--- src/prag_pkg.sv ---
// Constants shared by the chroma ratio and AGC gate register slice.
package prag_pkg;
  // ---------------------------------------------------------------------------
  // Register sub-addresses.
  // ---------------------------------------------------------------------------
  localparam logic [7:0] RATIO_LOW_ADR  = 8'h06;
  localparam logic [7:0] RATIO_HIGH_ADR = 8'h07;
  localparam logic [7:0] START_LOW_ADR  = 8'h08;
  localparam logic [7:0] START_HIGH_ADR = 8'h09;
  localparam logic [7:0] END_LOW_ADR    = 8'h0a;
  localparam logic [7:0] END_HIGH_ADR   = 8'h0b;
  // ---------------------------------------------------------------------------
  // Reset values and field layout.
  // ---------------------------------------------------------------------------
  localparam logic [7:0] RATIO_LOW_RST  = 8'hc1;
  localparam logic [7:0] RATIO_HIGH_RST = 8'h87;
  localparam logic [7:0] START_LOW_RST  = 8'h3f;
  localparam logic [1:0] START_HIGH_RST = 2'h3;
  localparam logic [7:0] END_LOW_RST    = 8'h00;
  localparam logic [1:0] END_HIGH_RST   = 2'h0;
  localparam int         DELAY_W        = 10;
  localparam int         HIGH_W         = 2;
  localparam int         RATIO_W        = 16;
  localparam logic [5:0] HIGH_PAD       = 6'h00;
  localparam logic [31:0] UNMAPPED_DATA = 32'h0000_0000;
endpackage

--- src/prag_bus_if.sv ---
// Internal register write/read carrier between the bus slave and the register file.
`timescale 1ns/1ps
interface prag_bus_if;
  logic       wr_en;
  logic [7:0] adr;
  logic [7:0] wdata;
  logic [7:0] rdata;
  logic       hit;
  modport slave  (output wr_en, output adr, output wdata, input rdata, input hit);
  modport regs   (input wr_en, input adr, input wdata, output rdata, output hit);
endinterface

--- src/prag_gate_gen.sv ---
// Gate pulse generator counting clock cycles from the horizontal sync reference.
`timescale 1ns/1ps
module prag_gate_gen #(
  parameter int DELAY_W = 10
) (
  input  wire logic               clk_i,
  input  wire logic               rst_i,
  input  wire logic               hsync_ref_i,
  input  wire logic [DELAY_W-1:0] start_i,
  input  wire logic [DELAY_W-1:0] end_i,
  output logic                    gate_o
);
  logic [DELAY_W-1:0] count;
  logic               counting;

  // Count stops at its ceiling so a missing sync never wraps and re-opens the gate.
  always_ff @(posedge clk_i) begin
    if (rst_i) begin
      count    <= '0;
      counting <= 1'b0;
    end else if (hsync_ref_i) begin
      count    <= '0;
      counting <= 1'b1;
    end else if (counting && (count != {DELAY_W{1'b1}})) begin
      count <= count + 1'b1;
    end
  end

  always_ff @(posedge clk_i) begin
    if (rst_i) begin
      gate_o <= 1'b0;
    end else begin
      gate_o <= counting && !hsync_ref_i && (count >= start_i) && (count < end_i);
    end
  end
endmodule

--- src/prag_top.sv ---
// Top of the chroma ratio and AGC gate register slice with its Wishbone port.
//
// Implementation choice: register access over Wishbone.
`timescale 1ns/1ps
module prag_top (
  input  wire logic        clk_i,
  input  wire logic        rst_i,
  input  wire logic        wb_cyc_i,
  input  wire logic        wb_stb_i,
  input  wire logic        wb_we_i,
  input  wire logic [31:0] wb_adr_i,
  input  wire logic [3:0]  wb_sel_i,
  input  wire logic [31:0] wb_dat_i,
  output logic      [31:0] wb_dat_o,
  output logic             wb_ack_o,
  input  wire logic        hsync_ref_i,
  output logic      [15:0] chroma_ratio_o,
  output logic             agc_gate_pulse_o
);
  // ---------------------------------------------------------------------------
  // Register storage.
  // ---------------------------------------------------------------------------
  logic [7:0] chroma_ratio_low;
  logic [7:0] chroma_ratio_high;
  logic [7:0] agc_gate_start_low;
  logic [1:0] agc_gate_start_high;
  logic [7:0] agc_gate_end_low;
  logic [1:0] agc_gate_end_high;
  logic       hsync_meta;
  logic       hsync_sync;
  logic       hsync_prev;
  logic       hsync_rise;

  prag_bus_if bus ();

  prag_wb_slave u_slave (
    .clk_i (clk_i),
    .rst_i (rst_i),
    .cyc_i (wb_cyc_i),
    .stb_i (wb_stb_i),
    .we_i  (wb_we_i),
    .adr_i (wb_adr_i),
    .sel_i (wb_sel_i),
    .dat_i (wb_dat_i),
    .dat_o (wb_dat_o),
    .ack_o (wb_ack_o),
    .bus   (bus)
  );

  always_ff @(posedge clk_i) begin
    if (rst_i) begin
      chroma_ratio_low  <= prag_pkg::RATIO_LOW_RST;
      chroma_ratio_high <= prag_pkg::RATIO_HIGH_RST;
    end else if (bus.wr_en) begin
      if (bus.adr == prag_pkg::RATIO_LOW_ADR) begin
        chroma_ratio_low <= bus.wdata;
      end
      if (bus.adr == prag_pkg::RATIO_HIGH_ADR) begin
        chroma_ratio_high <= bus.wdata;
      end
    end
  end

  always_ff @(posedge clk_i) begin
    if (rst_i) begin
      agc_gate_start_low  <= prag_pkg::START_LOW_RST;
      agc_gate_start_high <= prag_pkg::START_HIGH_RST;
    end else if (bus.wr_en) begin
      if (bus.adr == prag_pkg::START_LOW_ADR) begin
        agc_gate_start_low <= bus.wdata;
      end
      if (bus.adr == prag_pkg::START_HIGH_ADR) begin
        agc_gate_start_high <= bus.wdata[prag_pkg::HIGH_W-1:0];
      end
    end
  end

  always_ff @(posedge clk_i) begin
    if (rst_i) begin
      agc_gate_end_low  <= prag_pkg::END_LOW_RST;
      agc_gate_end_high <= prag_pkg::END_HIGH_RST;
    end else if (bus.wr_en) begin
      if (bus.adr == prag_pkg::END_LOW_ADR) begin
        agc_gate_end_low <= bus.wdata;
      end
      if (bus.adr == prag_pkg::END_HIGH_ADR) begin
        agc_gate_end_high <= bus.wdata[prag_pkg::HIGH_W-1:0];
      end
    end
  end

  // ---------------------------------------------------------------------------
  // Read mux.
  // ---------------------------------------------------------------------------
  always_comb begin
    bus.hit   = 1'b1;
    bus.rdata = 8'h00;
    unique case (bus.adr)
      prag_pkg::RATIO_LOW_ADR:  bus.rdata = chroma_ratio_low;
      prag_pkg::RATIO_HIGH_ADR: bus.rdata = chroma_ratio_high;
      prag_pkg::START_LOW_ADR:  bus.rdata = agc_gate_start_low;
      prag_pkg::START_HIGH_ADR: bus.rdata = {prag_pkg::HIGH_PAD, agc_gate_start_high};
      prag_pkg::END_LOW_ADR:    bus.rdata = agc_gate_end_low;
      prag_pkg::END_HIGH_ADR:   bus.rdata = {prag_pkg::HIGH_PAD, agc_gate_end_high};
      default:                  bus.hit   = 1'b0;
    endcase
  end

  // ---------------------------------------------------------------------------
  // Sync reference from the pin.
  // ---------------------------------------------------------------------------
  // The sync comes from outside the clock domain, so it passes two flops first.
  always_ff @(posedge clk_i) begin
    if (rst_i) begin
      hsync_meta <= 1'b0;
      hsync_sync <= 1'b0;
      hsync_prev <= 1'b0;
    end else begin
      hsync_meta <= hsync_ref_i;
      hsync_sync <= hsync_meta;
      hsync_prev <= hsync_sync;
    end
  end
  assign hsync_rise = hsync_sync && !hsync_prev;

  prag_gate_gen #(
    .DELAY_W (prag_pkg::DELAY_W)
  ) u_gate (
    .clk_i       (clk_i),
    .rst_i       (rst_i),
    .hsync_ref_i (hsync_rise),
    .start_i     ({agc_gate_start_high, agc_gate_start_low}),
    .end_i       ({agc_gate_end_high, agc_gate_end_low}),
    .gate_o      (agc_gate_pulse_o)
  );

  always_ff @(posedge clk_i) begin
    if (rst_i) begin
      chroma_ratio_o <= {prag_pkg::RATIO_HIGH_RST, prag_pkg::RATIO_LOW_RST};
    end else begin
      chroma_ratio_o <= {chroma_ratio_high, chroma_ratio_low};
    end
  end
endmodule

--- src/prag_wb_slave.sv ---
// Classic Wishbone slave that turns one bus cycle into one register access.
`timescale 1ns/1ps
module prag_wb_slave (
  input  wire logic        clk_i,
  input  wire logic        rst_i,
  input  wire logic        cyc_i,
  input  wire logic        stb_i,
  input  wire logic        we_i,
  input  wire logic [31:0] adr_i,
  input  wire logic [3:0]  sel_i,
  input  wire logic [31:0] dat_i,
  output logic      [31:0] dat_o,
  output logic             ack_o,
  prag_bus_if.slave        bus
);
  logic req;

  // The ack is registered, so every access answers exactly one cycle after it is seen.
  assign req       = cyc_i && stb_i && !ack_o;
  assign bus.adr   = adr_i[9:2];
  assign bus.wdata = dat_i[7:0];
  assign bus.wr_en = req && we_i && sel_i[0] && (adr_i[31:10] == 22'h000000);

  always_ff @(posedge clk_i) begin
    if (rst_i) begin
      ack_o <= 1'b0;
    end else begin
      ack_o <= req;
    end
  end

  always_ff @(posedge clk_i) begin
    if (rst_i) begin
      dat_o <= prag_pkg::UNMAPPED_DATA;
    end else if (req && !we_i) begin
      dat_o <= (bus.hit && (adr_i[31:10] == 22'h000000)) ? {24'h000000, bus.rdata}
                                                        : prag_pkg::UNMAPPED_DATA;
    end
  end
endmodule

--- config.mk ---
export PLATFORM = sky130hd
export DESIGN_NAME = prag_top
export DESIGN_NICKNAME = d
export VERILOG_FILES = /design/src/prag_pkg.sv /design/src/prag_bus_if.sv /design/src/prag_gate_gen.sv /design/src/prag_top.sv /design/src/prag_wb_slave.sv
export SDC_FILE = /design/constraint.sdc
export NUM_CORES = 1
export LEC_CHECK = 0
export BUFFER_PORTS_ARGS = -buffer_cell sky130_fd_sc_hd__buf_4
export CORE_MARGIN = 1.5
export CORE_UTILIZATION = 35
export CTS_BUF_LIST = sky130_fd_sc_hd__clkbuf_8
export DETAILED_ROUTE_END_ITERATION = 10
export PLACE_DENSITY = 0.68
export SLEW_MARGIN = 20
export SYNTH_ARGS = -nofsm -noshare
export SYNTH_HDL_FRONTEND = slang
export SYNTH_SLANG_ARGS = --single-unit
--- constraint.sdc ---
create_clock -name clk_i -period 5.6 [get_ports clk_i]
set_clock_uncertainty 0.2 [all_clocks]
set_input_delay 0 -clock clk_i [delete_from_list [all_inputs] [get_ports clk_i]]
set_output_delay 0 -clock clk_i [all_outputs]
set_load 0.03 [all_outputs]
==> impl_metrics.py <==
metrics = {
    "status": {
        "status": "completed",
    },
    "pwr": {
        "power_frac_seq_pct": 49.0,
        "total_power_w": 0.00111,
        "switching_share_pct": 23.7,
        "power_switching_w": 0.000263,
        "p_clk_share_pct": 42.1,
        "peakVddDrop_mv": 0.139,
        "p_leak_nw": 2.15,
        "share_comb_of_total_power_pct": 8.9,
        "p_int_w": 0.000846,
        "power-per-cell-area_mw_per_mm2": 230,
    },
    "floorplan": {
        "core_mm2": 0.0108,
        "die_area_mm2": 0.0117,
        "die_w_um": 108,
        "ios": 124,
        "core.rowCount": 38,
        "initial_core_util_pct": 35.8,
        "die_h_um": 108,
    },
    "critical_path": {
        "start_kind": "flip-flop",
        "worstPathArrival_ns": 3.25,
        "cpMaxStageDelayCell": "nor4b_4",
        "r2r_cells": 6,
        "crit_path_end_kind": "flip-flop",
        "critical_path_cell_count": 6,
        "crit_family": "simple AND/OR/NAND/NOR gates",
        "path_buf_inv": 1,
        "crit_fanout": 8,
        "cp_cell_sequence": "nand3b_1 > or2_2 > nor3_2 > nor4b_4 > mux2i_1 > dlygate4sd3_1",
        "required_ns": 5.70,
        "worst-setup-path-type": "reg -> reg",
        "max_stage_delay_ns": 0.75,
    },
    "final_layout": {
        "regArea_mm2": 0.00152,
        "layout.nets": 615,
        "n_fill_cell": 1066,
        "final_cell_area_mm2": 0.00483,
        "areaGrowthSynthToFinish_pct": 24.8,
        "fin_util_pct": 44.7,
        "antenna_cells": 0,
        "drive_gt1_share_pct": 19.8,
        "multiInputGateArea_mm2": 0.00206,
    },
    "logic_synthesis": {
        "synth.area.top_cells": "dfxtp_1, mux2i_1, ha_1",
        "syn_avg_cell_area_um2": 8.83,
        "syn_area_mm2": 0.00387,
        "synth_top_area_share_pct": 39.3,
        "yosys.area.top_type": "dfxtp_1",
        "synth_cell_types": 51,
        "syn_inst": 438,
        "synthTopCellsByCount": "dfxtp_1, nor2_1, nand2b_1",
        "synth_edf_count": 0,
        "synth.most_common_cell": "dfxtp_1",
        "synth_ff_type": "dfxtp_1",
        "synth-seq-cells": 76,
        "yosys_warnings": 0,
        "async_reset_ff_share_pct": 0,
        "synth.yosys.seq_area_share_pct": 39.3,
    },
    "sta": {
        "finalHoldViolCount": 0,
        "slew_violations": 0,
        "period_needed_ns": 3.15,
        "max_freq_mhz": 318,
        "min_period_over_period_pct": 56.2,
        "tightest_slew_ns": 1.06,
        "setup_violations": 0,
        "rsz0062_at_grt": "no",
        "slew_headroom_pct": 29.0,
        "finalSetupTns_ns": 0,
    },
    "clock_tree": {
        "cts_buffers": 9,
        "clockRootBuffer": "clkbuf_8",
        "cts_max_level": 3,
        "worstSkewPairLatency_ns": 0.36,
        "path_clk_slew_ns": 0.08,
        "clkSinkCount": 76,
        "cts_tree": "built",
        "clockBufferDepth": 2,
    },
    "detailed_routing": {
        "drt-pass1-iter-count": 4,
        "avgRoutedWirePerCell_um": 13.6,
        "totalWireLength_mm": 9.05,
        "drc": 0,
        "vias_per_cell": 4.85,
        "drt_iter0_markers": 146,
        "postRouteAntennaNets": 0,
        "vias": 3231,
    },
    "place": {
        "hpwlAfterDp_mm": 6.83,
        "portBuffers": 70,
        "gp_congestion": 0.838,
        "placed_cell_area_mm2": 0.00439,
    },
    "flow_run": {
        "drv_cap": 0,
    },
    "global_route": {
        "grt_max_degree": 61,
        "overflow": 0,
        "grt_pass1_vias": 3285,
        "antenna_found_initial": 0,
        "grt_pass1_wl_mm": 15.4,
        "grt_usage_pct": 16.9,
    },
    "min_path": {
        "min_path_type": "in -> reg",
        "worstHoldPathCells": 5,
    },
}
-- sequential cells by signal, summed over array words and instances (netlist names), 2 cells and up --
name	count
chroma_ratio_o	16
u_gate.count	10
agc_gate_end_low	8
agc_gate_start_low	8
chroma_ratio_high	8
chroma_ratio_low	8
u_slave.dat_o	8
agc_gate_end_high	2
agc_gate_start_high	2
-- stage by stage --
stage	instances	hold slack, ns	setup slack [ns]
2_1_floorplan	461	-0.117	3.50
3_3_place_gp	629	0.0118	3.07
3_5_place_dp	629	0.0185	3.02
4_1_cts	666	0.00466	2.47
5_1_grt	666	0.0597	2.25
6_report	666	0.0278	2.45
-- metal layers --
metal | vias to the layer above | GRT usage, % | wire (µm)
met4 | 0 | 6.30 | 153
met3 | 10 | 4.10 | 492
met2 | 84 | 28.7 | 4310
met1 | 1503 | 20.8 | 4090
li1 | 1634 | - | -
met5 | - | 0 | 0
-- worst min-delay path, stage by stage --
cell	delay, ns
buf_4	0.09
or4_4	0.20
a211oi_1	0.07
a21oi_1	0.12
o21ai_1	0.06
-- cells by family (layout without fill, tap and decap cells) --
logic type                 count (synthesis)  in the layout  share of synthesized area [%]
buffers and inverters                     69            134                           9.51
muxes                                     30             30                           8.41
adders and majority gates                 20             20                           6.47
other                                      1             24                         0.0970
and+or+nand+nor                          173            173                           25.6
xor gates and xnor gates                   5              5                           1.13
DFF                                       76             76                           39.3
AOI/OAI and AO/OA                         64             64                           9.48
-- placed cells by master, fill, tap and decap left out, types with 6 or more instances in the layout --
cell,n
nor2_1,38
o21ai_1,12
inv_1,27
clkbuf_8,10
nor4_1,6
nand4_1,13
nor2b_1,9
nand2_1,24
buf_4,71
conb_1,24
nand3_1,11
a21oi_1,30
ha_1,20
or2_2,8
dlygate4sd3_1,21
dfxtp_1,76
nand2b_1,33
mux2i_1,28
-- power groups by stage --
stage | Sequential [W] | Combinational [W] | Clock [W]
6_report | 0.000543 | 0.0000990 | 0.000466
5_1_grt | 0.000544 | 0.000107 | 0.000506
4_1_cts | 0.000543 | 0.0000991 | 0.000480
3_5_place_dp | 0.000556 | 0.0000884 | 0
3_3_place_gp | 0.000556 | 0.0000870 | 0
2_1_floorplan | 0.000556 | 0.0000679 | 0
-- repair_timing --
item / in CTS / in global routing
hold endpoints to repair: 53 / 0
gates resized for setup: 0 / 0
hold buffers: 21 / 0
buffers inserted: 0 / 0
-- layout make-up --
type                       count  area share [%]
multi-input combinational    316            42.8
sequential                    76            31.5
timing repair buffer          92            15.4
tap                          140            3.63
clock buffer                  10            2.85
inverter                      26            2.02
clock inverter                 6            1.84
-- final timing paths --
path / slack, ns / from / to
min reg2reg: 0.24 / hsync_meta$_SDFF_PP0_ / hsync_sync$_SDFF_PP0_
max reg2reg: 2.45 / u_slave.ack_o$_SDFF_PP0_ / agc_gate_start_low[4]$_SDFFE_PP1P_
max: 2.45 / u_slave.ack_o$_SDFF_PP0_ / agc_gate_start_low[4]$_SDFFE_PP1P_
min: 0.03 / wb_adr_i[8] / u_slave.dat_o[4]$_SDFFE_PP0P_
Power figures use the tool's default switching activity.
